==> src/hdl/lrc_defines.svh <==
`ifndef LRC_DEFINES_SVH
`define LRC_DEFINES_SVH
// Register word indices; byte address is four times the index.
`define LRC_IDX_LISTEN_CONFIG 8'h0d
`define LRC_IDX_IDLE_COEF 8'h0e
`define LRC_IDX_RX_COEF 8'h0f
`define LRC_IDX_REVISION 8'h10
`define LRC_IDX_AMP_LEVEL 8'h11
`define LRC_IDX_AMP_RAMP 8'h12
`define LRC_IDX_OCP 8'h13
// Own registers for the loose control and status bits.
`define LRC_IDX_OP_MODE 8'h20
`define LRC_IDX_LISTEN_STATUS 8'h21
// Reset values.
`define LRC_RST_LISTEN_CONFIG 8'h92
`define LRC_RST_IDLE_COEF 8'hf5
`define LRC_RST_RX_COEF 8'h20
`define LRC_RST_AMP_LEVEL 8'h9f
`define LRC_RST_AMP_RAMP 8'h09
`define LRC_RST_OCP 8'h1a
`define LRC_RST_MODE 3'h1
// Writable bit masks of the three registers with unused bits.
`define LRC_MSK_LISTEN_CONFIG 8'hfe
`define LRC_MSK_AMP_RAMP 8'h0f
`define LRC_MSK_OCP 8'h1f
// Field positions.
`define LRC_POS_OP_ENABLE 6
`define LRC_POS_OP_CANCEL 5
// Step times in ns and their cycle counts at 100 MHz (10 ns).
`define LRC_CLK_NS 10
`define LRC_STEP1_NS 64000
`define LRC_STEP2_NS 4100000
`define LRC_STEP3_NS 262000000
`define LRC_STEP1_CYC (`LRC_STEP1_NS / `LRC_CLK_NS)
`define LRC_STEP2_CYC (`LRC_STEP2_NS / `LRC_CLK_NS)
`define LRC_STEP3_CYC (`LRC_STEP3_NS / `LRC_CLK_NS)
`endif

==> src/hdl/lrc_pkg.sv <==
package lrc_pkg;
  typedef enum logic [2:0]
  {
    LRC_PH_OFF = 3'b001,
    LRC_PH_IDLE = 3'b010,
    LRC_PH_RX = 3'b100
  } lrc_phase_type;

  typedef struct packed
  {
    logic [1:0] idle_step_select;
    logic [1:0] rx_step_select;
    logic accept_rule_bit;
    logic [1:0] after_accept_action;
  } lrc_listen_cfg_type;

  typedef struct packed
  {
    logic main_amp_enable;
    logic boost_amp_a_enable;
    logic boost_amp_b_enable;
    logic [4:0] tx_level_code;
    logic [3:0] ramp_time_code;
    logic current_limit_enable;
    logic [3:0] current_limit_trim;
  } lrc_amp_cfg_type;
endpackage

==> src/hdl/lrc_phase_counter.sv <==
`timescale 1ns/1ps
// Counts resolution steps of one listen phase and flags its last step.
module lrc_phase_counter
  import lrc_pkg::*;
(
  // Clock and reset
  input wire logic clk,
  input wire logic rst_n,
  // Control
  input wire logic restart,
  input wire logic step_tick,
  input wire logic [7:0] coefficient,
  // Result
  output logic phase_done
);
  logic [7:0] steps_reg;

  always_ff @(posedge clk or negedge rst_n)
  begin
    if (!rst_n)
      steps_reg <= 8'h0;
    else if (restart || phase_done)
      steps_reg <= 8'h0;
    else if (step_tick)
      steps_reg <= steps_reg + 8'h1; // RULE3 RULE4
  end

  // A zero coefficient ends the phase after one step.
  assign phase_done = step_tick && ((steps_reg + 8'h1 >= coefficient) || coefficient == 8'h0);
endmodule

==> src/hdl/lrc_regs.sv <==
// Chosen here: the Avalon-MM interface to the registers.
`timescale 1ns/1ps
`include "lrc_defines.svh"
// How it works
// RULE1: Idle step field 01=64us, 10=4.1ms, 11=262ms, 00 reserved; default 10.
// RULE2: Receive step field uses the same encoding; default 01.
// RULE3: Idle phase lasts idle coefficient times idle step; coefficient resets to f5.
// RULE4: Receive phase lasts rx coefficient times rx step, startup included; resets 20.
// RULE5: Accept bit 0 needs signal level only; 1 also needs sync match.
// RULE6: Action 00 stays in receive after acceptance, listening stops; software clears enable.
// RULE7: Action 01 waits packet end or timeout, enters programmed mode, stops listening.
// RULE8: Action 10 waits packet end or timeout, resumes idle, flushes buffer next wakeup.
// RULE9: Revision register is read-only: upper nibble silicon, lower nibble metal revision.
// RULE10: Amp enables bit 7 main (on), bits 6 and 5 boost (off).
// RULE11: Five-bit level code in 1 dB steps; resets to all ones.
// RULE12: Software programs only upper sixteen level codes when a boost amp is used.
// RULE13: Four-bit ramp code selects rise and fall time; default 1001, upper nibble unused.
// RULE14: Overcurrent bit 4 enables protection; enabled after reset.
// RULE15: Four-bit trim sets limit 45 mA plus 5 mA per step; default 1010.
// RULE16: Enable bit starts listening; cancel with enable cleared aborts; cancel reads zero.
// RULE17: Three-bit mode field 000..100 is post-listen target; reads return current mode.
// RULE18: While enabled, idle and receive phases alternate, counted in selected steps.
// RULE19: Unused bits read zero and ignore writes.
module lrc_regs
  import lrc_pkg::*;
#(
  parameter logic [7:0] REVISION_CODE = 8'h11 // Arbitrary value.
)
(
  // Clock and reset
  input wire logic clk,
  input wire logic rst_n,
  // Avalon-MM slave
  input wire logic [7:0] avs_address,
  input wire logic avs_read,
  input wire logic avs_write,
  input wire logic [31:0] avs_writedata,
  output logic [31:0] avs_readdata,
  output logic avs_waitrequest,
  // Radio core events
  input wire logic signal_level_limit,
  input wire logic sync_and_node_match,
  input wire logic packet_complete_flag,
  input wire logic rx_timeout,
  // Controls to the radio core
  output logic receiver_on,
  output logic fifo_flush,
  output logic [2:0] current_mode,
  output lrc_amp_cfg_type amp_cfg
);
  logic [7:0] cfg_reg;
  logic [7:0] idle_coef_reg;
  logic [7:0] rx_coef_reg;
  logic [7:0] level_reg;
  logic [3:0] ramp_reg;
  logic [4:0] ocp_reg;
  logic [2:0] mode_reg;
  logic enable_reg;
  logic hold_rx_reg;
  logic flush_pend_reg;
  logic wait_reg;
  logic halt_reg;
  logic [31:0] rdata_reg;
  logic fifo_flush_reg;
  lrc_phase_type phase_reg;
  lrc_phase_type phase_next;
  lrc_listen_cfg_type lcfg;
  logic wr;
  logic rd;
  logic step_tick;
  logic phase_done;
  logic accept;
  logic rx_end;
  logic cancel;
  logic [7:0] rdata;

  assign lcfg = cfg_reg[7:1];
  // A write lands at the edge that sees waitrequest low; read data is captured one edge earlier.
  assign wr = avs_write && !wait_reg;
  assign rd = avs_read && wait_reg;
  assign cancel = wr && avs_address == `LRC_IDX_OP_MODE
    && avs_writedata[`LRC_POS_OP_CANCEL] && !avs_writedata[`LRC_POS_OP_ENABLE];

  // ************************************************************
  // Register bus
  // ************************************************************
  // Every access takes two cycles: waitrequest drops in the second.
  always_ff @(posedge clk or negedge rst_n)
  begin
    if (!rst_n)
      wait_reg <= 1'b1;
    else
      wait_reg <= !((avs_read || avs_write) && wait_reg);
  end

  assign avs_waitrequest = wait_reg;

  always_ff @(posedge clk or negedge rst_n)
  begin
    if (!rst_n)
    begin
      cfg_reg <= `LRC_RST_LISTEN_CONFIG; // RULE1 RULE2
      idle_coef_reg <= `LRC_RST_IDLE_COEF; // RULE3
      rx_coef_reg <= `LRC_RST_RX_COEF; // RULE4
      level_reg <= `LRC_RST_AMP_LEVEL; // RULE10 RULE11
      ramp_reg <= 4'(`LRC_RST_AMP_RAMP); // RULE13
      ocp_reg <= 5'(`LRC_RST_OCP); // RULE14 RULE15
    end
    else if (wr)
    begin
      unique case (avs_address)
        `LRC_IDX_LISTEN_CONFIG: cfg_reg <= avs_writedata[7:0] & `LRC_MSK_LISTEN_CONFIG; // RULE19
        `LRC_IDX_IDLE_COEF: idle_coef_reg <= avs_writedata[7:0];
        `LRC_IDX_RX_COEF: rx_coef_reg <= avs_writedata[7:0];
        `LRC_IDX_AMP_LEVEL: level_reg <= avs_writedata[7:0]; // RULE10 RULE11
        `LRC_IDX_AMP_RAMP: ramp_reg <= avs_writedata[3:0]; // RULE13
        `LRC_IDX_OCP: ocp_reg <= avs_writedata[4:0]; // RULE14 RULE15
        default: ;
      endcase
    end
  end

  always_ff @(posedge clk or negedge rst_n)
  begin
    if (!rst_n)
    begin
      mode_reg <= `LRC_RST_MODE;
      enable_reg <= 1'b0;
    end
    else if (wr && avs_address == `LRC_IDX_OP_MODE)
    begin
      mode_reg <= avs_writedata[4:2]; // RULE17
      enable_reg <= avs_writedata[`LRC_POS_OP_ENABLE]; // RULE16
    end
  end

  always_comb
  begin
    unique case (avs_address)
      `LRC_IDX_LISTEN_CONFIG: rdata = cfg_reg;
      `LRC_IDX_IDLE_COEF: rdata = idle_coef_reg;
      `LRC_IDX_RX_COEF: rdata = rx_coef_reg;
      `LRC_IDX_REVISION: rdata = REVISION_CODE; // RULE9
      `LRC_IDX_AMP_LEVEL: rdata = level_reg;
      `LRC_IDX_AMP_RAMP: rdata = {4'h0, ramp_reg}; // RULE19
      `LRC_IDX_OCP: rdata = {3'h0, ocp_reg}; // RULE19
      `LRC_IDX_OP_MODE: rdata = {1'b0, enable_reg, 1'b0, current_mode, 2'h0}; // RULE16 RULE17
      `LRC_IDX_LISTEN_STATUS: rdata = {5'h0, phase_reg};
      default: rdata = 8'h0;
    endcase
  end

  always_ff @(posedge clk or negedge rst_n)
  begin
    if (!rst_n)
      rdata_reg <= 32'h0;
    else if (rd)
      rdata_reg <= {24'h0, rdata};
  end

  assign avs_readdata = rdata_reg;

  // ************************************************************
  // Listen sequencer
  // ************************************************************
  assign accept = signal_level_limit && (!lcfg.accept_rule_bit || sync_and_node_match); // RULE5
  assign rx_end = packet_complete_flag || rx_timeout;

  lrc_step_timer u_step
  (
    .clk(clk),
    .rst_n(rst_n),
    .run(phase_reg != LRC_PH_OFF && !hold_rx_reg),
    .step_select(phase_reg == LRC_PH_IDLE ? lcfg.idle_step_select : lcfg.rx_step_select),
    .step_tick(step_tick)
  );

  lrc_phase_counter u_phase
  (
    .clk(clk),
    .rst_n(rst_n),
    .restart(phase_reg == LRC_PH_OFF || hold_rx_reg),
    .step_tick(step_tick),
    .coefficient(phase_reg == LRC_PH_IDLE ? idle_coef_reg : rx_coef_reg),
    .phase_done(phase_done)
  );

  always_comb
  begin
    phase_next = phase_reg;
    unique case (phase_reg)
      LRC_PH_OFF:
        if (enable_reg && !halt_reg)
          phase_next = LRC_PH_IDLE;
      LRC_PH_IDLE:
        if (phase_done)
          phase_next = LRC_PH_RX; // RULE18
      LRC_PH_RX:
        if (hold_rx_reg && rx_end && lcfg.after_accept_action == 2'h2)
          phase_next = LRC_PH_IDLE; // RULE8
        else if (hold_rx_reg && rx_end && lcfg.after_accept_action == 2'h1)
          phase_next = LRC_PH_OFF; // RULE7
        else if (!hold_rx_reg && accept && lcfg.after_accept_action == 2'h0)
          phase_next = LRC_PH_OFF; // RULE6
        else if (!hold_rx_reg && phase_done)
          phase_next = LRC_PH_IDLE; // RULE4 RULE18
      default: phase_next = LRC_PH_OFF;
    endcase
    if (cancel || !enable_reg)
      phase_next = LRC_PH_OFF; // RULE16
  end

  always_ff @(posedge clk or negedge rst_n)
  begin
    if (!rst_n)
      phase_reg <= LRC_PH_OFF;
    else
      phase_reg <= phase_next;
  end

  // Acceptance freezes the receive phase timer until the packet ends.
  always_ff @(posedge clk or negedge rst_n)
  begin
    if (!rst_n)
      hold_rx_reg <= 1'b0;
    else if (phase_next != LRC_PH_RX)
      hold_rx_reg <= 1'b0;
    else if (phase_reg == LRC_PH_RX && accept && !hold_rx_reg)
      hold_rx_reg <= 1'b1;
  end

  // Mode seen by the radio: receive in the receive phase and after an 00 stop.
  // A stop by action 00 or 01 keeps listening off until software clears the enable.
  logic stay_rx_reg;
  logic stay_rx_now;

  assign stay_rx_now = enable_reg && !cancel && (stay_rx_reg || (phase_reg == LRC_PH_RX
    && phase_next == LRC_PH_OFF && lcfg.after_accept_action == 2'h0));

  always_ff @(posedge clk or negedge rst_n)
  begin
    if (!rst_n)
    begin
      stay_rx_reg <= 1'b0;
      halt_reg <= 1'b0;
    end
    else if (!enable_reg || cancel)
    begin
      stay_rx_reg <= 1'b0;
      halt_reg <= 1'b0;
    end
    else if (phase_reg == LRC_PH_RX && phase_next == LRC_PH_OFF)
    begin
      stay_rx_reg <= lcfg.after_accept_action == 2'h0; // RULE6
      halt_reg <= 1'b1; // RULE6 RULE7
    end
  end

  always_ff @(posedge clk or negedge rst_n)
  begin
    if (!rst_n)
    begin
      receiver_on <= 1'b0;
      current_mode <= `LRC_RST_MODE;
    end
    else
    begin
      receiver_on <= phase_next == LRC_PH_RX || stay_rx_now;
      current_mode <= (phase_next == LRC_PH_RX || stay_rx_now) ? 3'h4
        : (phase_next == LRC_PH_IDLE ? `LRC_RST_MODE : mode_reg); // RULE7 RULE17
    end
  end

  always_ff @(posedge clk or negedge rst_n)
  begin
    if (!rst_n)
    begin
      flush_pend_reg <= 1'b0;
      fifo_flush_reg <= 1'b0;
    end
    else
    begin
      fifo_flush_reg <= flush_pend_reg && phase_reg == LRC_PH_IDLE && phase_next == LRC_PH_RX;
      if (phase_reg == LRC_PH_RX && hold_rx_reg && phase_next == LRC_PH_IDLE)
        flush_pend_reg <= 1'b1; // RULE8
      else if (phase_next == LRC_PH_RX || phase_next == LRC_PH_OFF)
        flush_pend_reg <= 1'b0;
    end
  end

  assign fifo_flush = fifo_flush_reg;

  always_ff @(posedge clk or negedge rst_n)
  begin
    if (!rst_n)
      amp_cfg <= {1'b1, 1'b0, 1'b0, 5'h1f, 4'h9, 1'b1, 4'ha};
    else
      amp_cfg <= {level_reg, ramp_reg, ocp_reg}; // RULE12 left to software
  end
endmodule

==> src/hdl/lrc_step_timer.sv <==
`timescale 1ns/1ps
`include "lrc_defines.svh"
// Produces one pulse per resolution step by counting clk cycles.
module lrc_step_timer
  import lrc_pkg::*;
(
  // Clock and reset
  input wire logic clk,
  input wire logic rst_n,
  // Control
  input wire logic run,
  input wire logic [1:0] step_select,
  // Tick
  output logic step_tick
);
  logic [31:0] cnt_reg;
  logic [31:0] limit;

  always_comb
  begin
    unique case (step_select)
      2'h1: limit = 32'(`LRC_STEP1_CYC); // RULE1 RULE2
      2'h3: limit = 32'(`LRC_STEP3_CYC);
      default: limit = 32'(`LRC_STEP2_CYC);
    endcase
  end

  always_ff @(posedge clk or negedge rst_n)
  begin
    if (!rst_n)
      cnt_reg <= 32'h0;
    else if (!run || step_tick)
      cnt_reg <= 32'h0;
    else
      cnt_reg <= cnt_reg + 32'h1;
  end

  assign step_tick = run && (cnt_reg == limit - 32'h1);
endmodule
==> config.mk <==
export PLATFORM = sky130hd
export DESIGN_NAME = lrc_regs
export DESIGN_NICKNAME = d
export VERILOG_FILES = /design/src/hdl/lrc_pkg.sv /design/src/hdl/lrc_phase_counter.sv /design/src/hdl/lrc_regs.sv /design/src/hdl/lrc_step_timer.sv
export VERILOG_INCLUDE_DIRS = /design/src /design/src/hdl
export SDC_FILE = /design/constraint.sdc
export NUM_CORES = 1
export LEC_CHECK = 0
export ABC_CLOCK_PERIOD_IN_PS = 4300
export BUFFER_PORTS_ARGS = -buffer_cell sky130_fd_sc_hd__buf_2
export CORE_MARGIN = 2
export CORE_UTILIZATION = 57
export DETAILED_ROUTE_END_ITERATION = 10
export PLACE_DENSITY = 0.84
export RECOVER_POWER = 25
export SYNTH_ARGS = -nofsm -noshare
export SYNTH_HDL_FRONTEND = slang
export SYNTH_SLANG_ARGS = --single-unit
==> constraint.sdc <==
create_clock -name clk -period 4.3 [get_ports clk]
set_clock_uncertainty 0.2 [all_clocks]
set_input_delay 0.215 -clock clk [delete_from_list [all_inputs] [get_ports clk]]
set_output_delay 0.215 -clock clk [all_outputs]
set_load 0.05 [all_outputs]
# After elaboration in Yosys (flattened, before gate mapping)
# Index checks and enable logic that the tools add are counted.
[classes]
n_eq_ne = 22
n_addsub = 3
order_cmp = 1
n_reduce_logical = 59
mux = 25
[op_table]
columns = ["op", "count"]
rows = [
  ["case mux 8 bit (9 select lines)", 1],
  ["case mux 25 bit (2 select lines)", 1],
  ["adder 32 x 1 -> 32 bit, second input constant", 1],
  ["equality test 32 bit", 1],
  ["equality test 8 x 5 -> 1 bit, second input constant", 4],
  ["two-way mux 32 bit", 1],
  ["logical AND 1 bit", 27],
  ["two-way mux 3 bit", 9],
  ["subtractor 25 x 1 -> 26 bit, second input constant", 1],
  ["equality test 8 x 4 -> 1 bit, second input constant", 3],
  ["two-way mux 8 bit", 3],
  ["equality test 8 x 6 -> 1 bit, second input constant", 2],
  ["AND reduction 2 bit", 6],
  ["logical OR 1 bit", 11],
  ["zero test 1 bit", 9],
  ["case mux 3 bit (3 select lines)", 1],
  ["adder 8 x 1 -> 8 bit, second input constant", 1],
  ["greater-or-equal comparator 8 bit", 1],
  ["zero test 8 bit", 1],
  ["two-way mux 1 bit", 8],
  ["nonzero test 2 bit", 4],
  ["equality test 3 x 1 -> 1 bit, second input constant", 2],
  ["equality test 3 x 2 -> 1 bit, second input constant", 2],
  ["equality test 3 bit, second input constant", 2],
  ["other kinds (6)", 8],
]
[word_totals]
word_cells = 137
register_bits = 122
output_inout_bits = 55

# Logic depth before layout (Yosys ltp)
# Gate-level depths: netlist (run 1).
[depth]
word_depth = 22
ltp_mapped = 13
ltp_nobuf = 13

# By module
# From an unflattened synthesis (run 1), not the netlist that was laid out.
[unflattened]
hier_cells = 585
hier_area_um2 = 6478.7
[by_module_without_submodules]
columns = ["module", "n_inst", "cells_each", "seq_area_each_um2", "area_each_um2"]
rows = [
  ["lrc_regs", 1, 313, 2097.0, 3965.1],
  ["lrc_step_timer", 1, 193, 800.8, 1821.7],
  ["lrc_phase_counter", 1, 79, 200.2, 691.9],
]

# Worst setup path before layout (run 1)
# Ideal clock, no wire load.
[synth_path]
path_kind = "register to register"
startpoint = "register phase_reg[0]"
endpoint = "register current_mode[2]"
arrival_ns = 3.161
path_buffers = 2
path_stages_with_launch = 14
setup_slack_ns = 0.821
path_cell_list = "dfstp_2 -> buf_4 -> nor3b_4 -> buf_2 -> mux2_2 -> ha_1 -> nand2b_1 -> a21o_1 -> a211oi_1 -> o31a_2 -> nor4_4 -> mux2i_2 -> o22ai_4 -> a21o_1"
[synth_via]
elab_chain_len = 22
[synth_lines]
columns = ["item", "line_no", "source"]
rows = [
  ["start: declaration", "lrc_regs.sv:65", "lrc_phase_type phase_reg;"],
  ["start signal: assignment", "lrc_regs.sv:218", "phase_reg <= phase_next;"],
  ["equality test 3 x 2 -> 1 bit", "lrc_regs.sv:174, lrc_regs.sv:184, lrc_regs.sv:191", ""],
  ["two-way mux 2 bit", "lrc_regs.sv:174", ".step_select(phase_reg == LRC_PH_IDLE ? lcfg.idle_step_select : lcfg.rx_step_select),"],
  ["equality test 2 bit or equality test 2 x 1 -> 1 bit (tied branches)", "lrc_step_timer.sv:21", "unique case (step_select)"],
  ["case mux 25 bit (2 select lines)", "lrc_step_timer.sv:21", ""],
  ["subtractor 25 x 1 -> 26 bit", "lrc_step_timer.sv:38", "assign step_tick = run && (cnt_reg == limit - 32'h1);"],
  ["equality test 32 bit", "lrc_step_timer.sv:38", ""],
  ["logical AND 1 bit", "lrc_step_timer.sv:38", ""],
  ["logical AND 1 bit", "lrc_phase_counter.sv:29", "assign phase_done = step_tick && ((steps_reg + 8'h1 >= coefficient) || coefficient == 8'h0);"],
  ["(+5 left out)", "--", ""],
  ["case mux 3 bit (3 select lines)", "lrc_regs.sv:191", "unique case (phase_reg)"],
  ["two-way mux 3 bit", "lrc_regs.sv:209", "if (cancel || !enable_reg)"],
  ["equality test 3 x 1 -> 1 bit", "lrc_regs.sv:238", "&& phase_next == LRC_PH_OFF && lcfg.after_accept_action == 2'h0));"],
  ["logical AND 1 bit (2 in series)", "lrc_regs.sv:238", ""],
  ["logical OR 1 bit", "lrc_regs.sv:237", "assign stay_rx_now = enable_reg && !cancel && (stay_rx_reg || (phase_reg == LRC_PH_RX"],
  ["logical AND 1 bit", "lrc_regs.sv:237", ""],
  ["logical OR 1 bit", "lrc_regs.sv:269", "current_mode <= (phase_next == LRC_PH_RX || stay_rx_now) ? 3'h4"],
  ["two-way mux 3 bit *", "lrc_regs.sv:269", ""],
  ["end signal: assignment", "lrc_regs.sv:264", "current_mode <= `LRC_RST_MODE;"],
  ["end signal: assignment", "lrc_regs.sv:269", ""],
  ["end: declaration", "lrc_regs.sv:48", "output logic [2:0] current_mode,"],
]
# Mark *: on every way between the ends. The rest lies on a longest branch, timed or not.
# A chain may end at the register's enable or synchronous reset.

# Final worst setup path (run 1)
[layout_path]
startpoint = "register phase_reg[1]"
endpoint = "register current_mode[2]"
# Same word-level chain as after synthesis.

==> impl_metrics.tcl, run 1 <==
set metrics [dict create \
    status "finished clean" \
    fmax_mhz 277 \
    path_max_fanout 9 \
    min_path_cells 3 \
    rows 37 \
    fin_area_sq_um 7140 \
    crit_type "flip-flop to flip-flop" \
    finalCritPeriodShare 0.841 \
    synth_most_common_cell "dfrtp_1" \
    fp.coreArea_sq_um 10400 \
    drc_errors 0 \
    r2r_start "phase_reg[1]" \
    drtPass1Iterations 5 \
    tritoncts "done" \
    power.switching_w 0.000686 \
    grtUsageTotal 0.257 \
    setup_violations 0 \
    rsz0062_at_grt "false" \
    largest_reg_flops 32 \
    num_vias 4693 \
    netlist_area_sq_um 6110 \
    min-delay-path-class "input pin to flip-flop" \
    crit_start "phase_reg[1]" \
    port_buffers 54 \
    clk_pin_slew_worst_paths_ps 60 \
    drtIter0Drc 429 \
    fill_cells 731 \
    syn_avg_cell_area_sq_um 11.0 \
    p_leak_nw 3.21 \
    yosys.area.top_type "dfrtp_1" \
    clock_power_share 0.504 \
    synth-seq-area-share 0.507 \
    io_pins 103 \
    finalHoldViolCount 0 \
    drive_gt1_frac 0.271 \
    cp.required_ps 4520 \
    syn2layout_area_growth_pct 16.9 \
    worstSkewPairLatency_ps 530 \
    initial_core_util 0.589 \
    slowest_stage "dfrtp_1" \
    async_reset_ff_frac 1.00 \
    overflow 0 \
    timing.max_cap.violations 0 \
    grt_pass1_vias 4632 \
    grt_pass1_wl_mm 22.8 \
    hold_path_end "avs_readdata[0]" \
    switching_share 0.249 \
    maxSlewViolCount 0 \
    crit_path_cell_trace "nor3b_4, mux2_2, ha_1, nand2b_1, a21o_1, a211oi_1, o31a_2, nor4_4, mux2i_2, o22ai_4, a21o_1" \
    place_area_sq_um 6420 \
    dp.final_hpwl_mm 9.53 \
    routed_wl_mm 14.4 \
    max_slew.worst_pin.slew_ps 1020 \
    postCtsSetupBuffers 0 \
    ys_ff_latch 122 \
    cts_buffers 17 \
    setup_tns_ps 0 \
    synth_flop_cell "dfrtp_1" \
    gp_congestion 0.927 \
    yosys_warnings 0 \
    powerDensity_nw_per_um2 387 \
    grt_max_degree 66 \
    clockBufferDepth 2 \
    cts_sinks 122 \
    seq_power_share 0.430 \
    die_h_microns 108 \
    cts_hold_buf 13 \
    crit_arrival_ps 3830 \
    intPower_w 0.00207 \
    fin_crit_ps 3620 \
    combinationalPowerShare 0.065 \
    antenna_cells 0 \
    r2r_setup_slack_ps 680 \
    cp-end-kind "flip-flop" \
    cts_root_buf "clkbuf_8" \
    die-area_sq_um 11600 \
    cp_slowest_stage_delay_ps 540 \
    wire_per_inst_microns 18.6 \
    route.antenna.remaining_nets 0 \
    die_x_microns 108 \
    synth_top_cell_area_share 0.352 \
    routed_via_density 6.03 \
    worstSetupStartpointType "flip-flop" \
    antenna_found_initial 1 \
    fin_cells 778 \
    reg2reg_depth 11 \
    synthTopCellsByArea "dfrtp_1 (35%), dfstp_2 (15%), mux2_2 (8.7%)" \
    irDropWorstVdd_uv 257 \
    htreeDepth 4 \
    yosysUniqueCellTypes 64 \
    r2r-end "current_mode[2]" \
    cts_resized 0 \
    num-nets-final 687 \
    netlist_top_cells_count "dfrtp_1 (86), nor2_1 (61), mux2_2 (47), nand2_1 (37), dfstp_2 (36)" \
    relSlewSlack 0.318 \
    synth_edf_count 0 \
    place_inst 733 \
    syn_inst 554 \
    hold_start "avs_address[0]" \
    worst_path_most_repeated_cell "a21o_1" \
]
[cell families after synthesis]
| group | Yosys count | synth area share |
|---|---|---|
| multiplexers | 62 | 0.112 |
| AND/OR/NAND/NOR | 193 | 0.163 |
| XOR/XNOR | 36 | 0.0516 |
| buffers and inverters | 52 | 0.0490 |
| other | 1 | 0.000614 |
| flip-flops | 122 | 0.507 |
| AO/OA/AOI/OAI | 78 | 0.0965 |
| adder cells (fa/ha/maj) | 10 | 0.0205 |
[per-layer routing]
| metal | wire length, microns | up-vias | GRT usage |
|---|---|---|---|
| met4 | 419 | 2 | 0.104 |
| met2 | 6790 | 237 | 0.402 |
| met1 | 6030 | 2299 | 0.337 |
| met3 | 1190 | 50 | 0.0738 |
| li1 | - | 2105 | - |
| met5 | 12 | - | 0 |
[worst max-delay path, delay by kind of cell (launching register included)]
kind / cells / cell delay (ps)
muxes: 2 / 800
DFF: 1 / 540
AOI/OAI and AO/OA: 5 / 820
adders and majority gates: 1 / 270
and+or+nand+nor: 3 / 860
[layout by cell type (no fill, tap or decap), drive strengths merged, types with 8 or more instances in the layout]
cell | netlist | final
nand4 | 8 | 8
a22o | 19 | 19
nor3 | 8 | 8
nor2 | 62 | 62
o21ai | 16 | 16
buf | 31 | 59
inv | 13 | 15
nand3 | 24 | 24
conb | 1 | 24
dlygate4sd3 | 0 | 13
mux2i | 15 | 15
dfstp | 36 | 36
nand2 | 37 | 37
nor4 | 8 | 8
and3 | 10 | 10
mux2 | 47 | 47
xnor2 | 16 | 16
clkbuf | 8 | 19
dfrtp | 86 | 86
xor2 | 20 | 20
ha | 10 | 10
[power groups by stage]
stage	registers, W	clock network, W	logic [W]
2_1_floorplan	0.00123	0	0.000103
3_3_place_gp	0.00121	0	0.000163
3_5_place_dp	0.00121	0	0.000168
4_1_cts	0.00119	0.00140	0.000179
5_1_grt	0.00119	0.00145	0.000192
6_report	0.00119	0.00139	0.000180
[metrics by stage]
step	setup WS, ps	power, W	hold slack [ps]	utilization
CTS	684	0.00277	41.6	0.688
floorplan	821	0.00133	-281	-
global route	487	0.00283	80.8	0.688
finish	684	0.00276	66.9	0.688
detailed placement	710	0.00138	151	0.619
global placement	754	0.00137	135	0.619
[worst max path at each step]
stage	slack, ps	endpoint	cells after the start
2_1_floorplan	820	current_mode[2]	13
3_5_place_dp	710	current_mode[2]	11
3_3_place_gp	750	current_mode[2]	11
6_report	680	current_mode[2]	11
4_1_cts	680	current_mode[2]	11
5_1_grt	490	current_mode[1]	11
[cell type report]
cell class                      instances  area (sq um)  area share
Sequential cell                       122          3100       0.434
Multi-Input combinational cell        403          2800       0.392
Clock buffer                           19           442      0.0619
Timing Repair Buffer                   72           440      0.0617
Tap cell                              136           170      0.0238
Clock inverter                         13           141      0.0198
Inverter                               13          48.8     0.00684
Power figures use the tool's default switching activity.
==> run 2: changes to the inputs <==
--- a/config.mk
+++ b/config.mk
@@ -6,7 +6,8 @@
 export SDC_FILE = /design/constraint.sdc
 export NUM_CORES = 1
 export LEC_CHECK = 0
-export ABC_CLOCK_PERIOD_IN_PS = 4300
+export ABC_AREA = 1
+export ABC_CLOCK_PERIOD_IN_PS = 3600
 export BUFFER_PORTS_ARGS = -buffer_cell sky130_fd_sc_hd__buf_2
 export CORE_MARGIN = 2
 export CORE_UTILIZATION = 57
==> constraint.sdc (replaced) <==
create_clock -name clk -period 3.6 [get_ports clk]
set_clock_uncertainty 0.2 [all_clocks]
set_input_delay 0.18 -clock clk [delete_from_list [all_inputs] [get_ports clk]]
set_output_delay 0.18 -clock clk [all_outputs]
set_load 0.05 [all_outputs]
==> run 2 against run 1 <==
  * The run now ends with max-capacitance violations, max-slew violations left
  * Final cell count rose by 25%
  * Count of clock-buffer cells in the layout did not move
  * First-iteration DRC count rose by 23%
  * Via count rose by 13%
  * Wire length rose by 2.5%
  * Die area rose by 1.3%
  * Register-to-register slack got worse by 370 ps
  * Fmax rose by 10%
  * Synthesized cell count rose by 34%
  * Worst hold slack improved by 4.8 ps
  * Largest power group unchanged
  * Highest routed layer is now met4
==> impl_metrics.tcl, run 2 <==
set metrics [dict create \
    antenna_found_initial 0 \
    crit_start "phase_reg[0]" \
    fin_crit_ps 3290 \
    cp-end-kind "flip-flop" \
    syn_avg_cell_area_sq_um 8.34 \
    totalPowerFinal_w 0.00428 \
    cts_resized 0 \
    fin_cells 972 \
    rows 38 \
    finalCritPeriodShare 0.913 \
    min-delay-path-class "input pin to flip-flop" \
    die_h_microns 108 \
    timing.max_cap.violations 1 \
    p_leak_nw 3.54 \
    path_max_fanout 20 \
    mostFrequentLayoutCells "nand2_1 (165), inv_1 (97), dfrtp_1 (86), nor2_1 (73), o21ai_0 (65)" \
    final_common_cell "nand2_1" \
    reg2reg_depth 23 \
    die-area_sq_um 11700 \
    htreeDepth 4 \
    rsz0062_at_grt "false" \
    tritoncts "done" \
    fp.coreArea_sq_um 10700 \
    worstSetupStartpointType "flip-flop" \
    grt_pass1_vias 5254 \
    async_reset_ff_frac 1.00 \
    hold_start "avs_write" \
    dp.final_hpwl_mm 9.91 \
    die_x_microns 108 \
    crit_arrival_ps 3560 \
    hold_path_end "enable_reg" \
    num-nets-final 877 \
    r2r-end "current_mode[0]" \
    wire_per_inst_microns 15.2 \
    synth_flop_cell "dfrtp_1" \
    gp_congestion 0.887 \
    finalHoldViolCount 0 \
    port_buffers 54 \
    drtIter0Drc 526 \
    routed_via_density 5.46 \
    fill_cells 843 \
    fin_hold_ws_ps 71.7 \
    grt_max_degree 62 \
    irDropWorstVdd_uv 425 \
    relSlewSlack -0.000494 \
    io_pins 103 \
    min_path_cells 7 \
    initial_core_util 0.578 \
    largest_reg_flops 32 \
    cp.required_ps 3870 \
    violations "max-capacitance violations, max-slew violations" \
    place_area_sq_um 6510 \
    fin_area_sq_um 7230 \
    num_vias 5306 \
    synth_top_cell_area_share 0.348 \
    syn_inst 742 \
    overflow 0 \
    synth-seq-area-share 0.501 \
    yosys.area.top_type "dfrtp_1" \
    antenna_cells 0 \
    grtUsageTotal 0.276 \
    cts_buffers 17 \
    clk_pin_slew_worst_paths_ps 60 \
    worstSkewPairLatency_ps 540 \
    clockBufferDepth 2 \
    netlist_area_sq_um 6190 \
    syn2layout_area_growth_pct 16.9 \
    drc_errors 0 \
    setup_tns_ps 0 \
    yosysUniqueCellTypes 44 \
    drtPass1Iterations 5 \
    routed_wl_mm 14.8 \
    grt_pass1_wl_mm 24.9 \
    setup_violations 0 \
    max_slew.worst_pin.slew_ps 1500 \
    ys_ff_latch 122 \
    status "complete, but fails checks" \
    place_inst 927 \
    route.antenna.remaining_nets 0 \
    powerDensity_nw_per_um2 591 \
    maxSlewViolCount 20 \
    netlist_top_cells_count "nand2_1 (165), inv_1 (97), dfrtp_1 (86), nor2_1 (73), o21ai_0 (65)" \
    synth_most_common_cell "nand2_1" \
    synthTopCellsByArea "dfrtp_1 (35%), dfstp_2 (15%), nand2_1 (10%)" \
    crit_type "flip-flop to flip-flop" \
    yosys_warnings 0 \
    r2r_start "phase_reg[0]" \
    cts_root_buf "clkbuf_8" \
    drive_gt1_frac 0.177 \
    synth_edf_count 0 \
    cts_sinks 122 \
    r2r_setup_slack_ps 310 \
    fmax_mhz 304 \
]
## run 2: changes by cell type after synthesis, sizes merged, moves of 18 or more
cell / previous run / this run
a22o: 19 / 1
inv: 13 / 99
mux2: 47 / 0
nand2: 37 / 177
nor3: 8 / 28
o21ai: 16 / 73
## run 2: worst max-delay path: stages, from the launching register on
cell and delay, ps:
dfstp_2 580, nor2_4 80, nand2_2 390, nand2_1 130, o21ai_1 190, inv_1 90, ha_1 190, o21bai_1 140
nand2_1 60, nand2_1 60, nand2_1 40, nand2_1 50, nor2_1 40, nand2_1 90, nand4_2 170, nand2_1 100
nand2_1 50, nand2_1 50, nand2_1 40, nand2_1 90, nand2_2 100, nand2_4 120, nand2_4 60, nor2_2 90
## run 2: worst max path at each step
| stage | to | slack [ps] | depth (start not counted) |
|---|---|---|---|
| 2_1_floorplan | current_mode[1] | 980 | 20 |
| 3_3_place_gp | u_phase.steps_reg[5] | 510 | 18 |
| 3_5_place_dp | current_mode[2] | 460 | 22 |
| 4_1_cts | current_mode[0] | 350 | 23 |
| 5_1_grt | current_mode[0] | 50 | 23 |
| 6_report | current_mode[0] | 310 | 23 |
## run 2: area by class of cell
cell class / instances / area (sq um) / area share
clock buffer: 19 / 453 / 0.0626
clock inverter: 13 / 143 / 0.0197
inverter: 100 / 375 / 0.0519
multi-input combinational: 507 / 2560 / 0.354
sequential: 122 / 3100 / 0.428
tap: 140 / 175 / 0.0242
timing repair buffer: 71 / 430 / 0.0595
## run 2: where the power goes
| part | total [W] | switching [W] | internal [W] | leakage (nW) |
|---|---|---|---|---|
| clock | 0.00170 | 0.000653 | 0.00105 | 0.278 |
| combinational | 0.00102 | 0.000743 | 0.000280 | 1.71 |
| sequential | 0.00156 | 0.0000746 | 0.00148 | 1.55 |
| total | 0.00428 | 0.00147 | 0.00281 | 3.54 |
## run 2: repair_timing
action,CTS,global route
endpoints found under the hold margin,108,0
hold buffers,13,0
setup buffers,0,0
## run 2: through the flow
step | utilization | setup slack, ps
2_1_floorplan | - | 979
3_3_place_gp | 0.609 | 507
3_5_place_dp | 0.609 | 458
4_1_cts | 0.676 | 347
5_1_grt | 0.676 | 47.5
6_report | 0.676 | 314
## run 2: cells by family after synthesis
group | share of synthesized area
simple gates | 0.237
buf+inv | 0.0997
flops | 0.501
compound gates | 0.115
xor+xnor | 0.0269
fa+ha+maj | 0.0202
other cells | 0.000606
## run 2: per-layer routing
metal  wire length, microns  track usage
met5                      0            0
met4                    487        0.116
met3                    990       0.0669
met2                   7220        0.450
met1                   6110        0.355
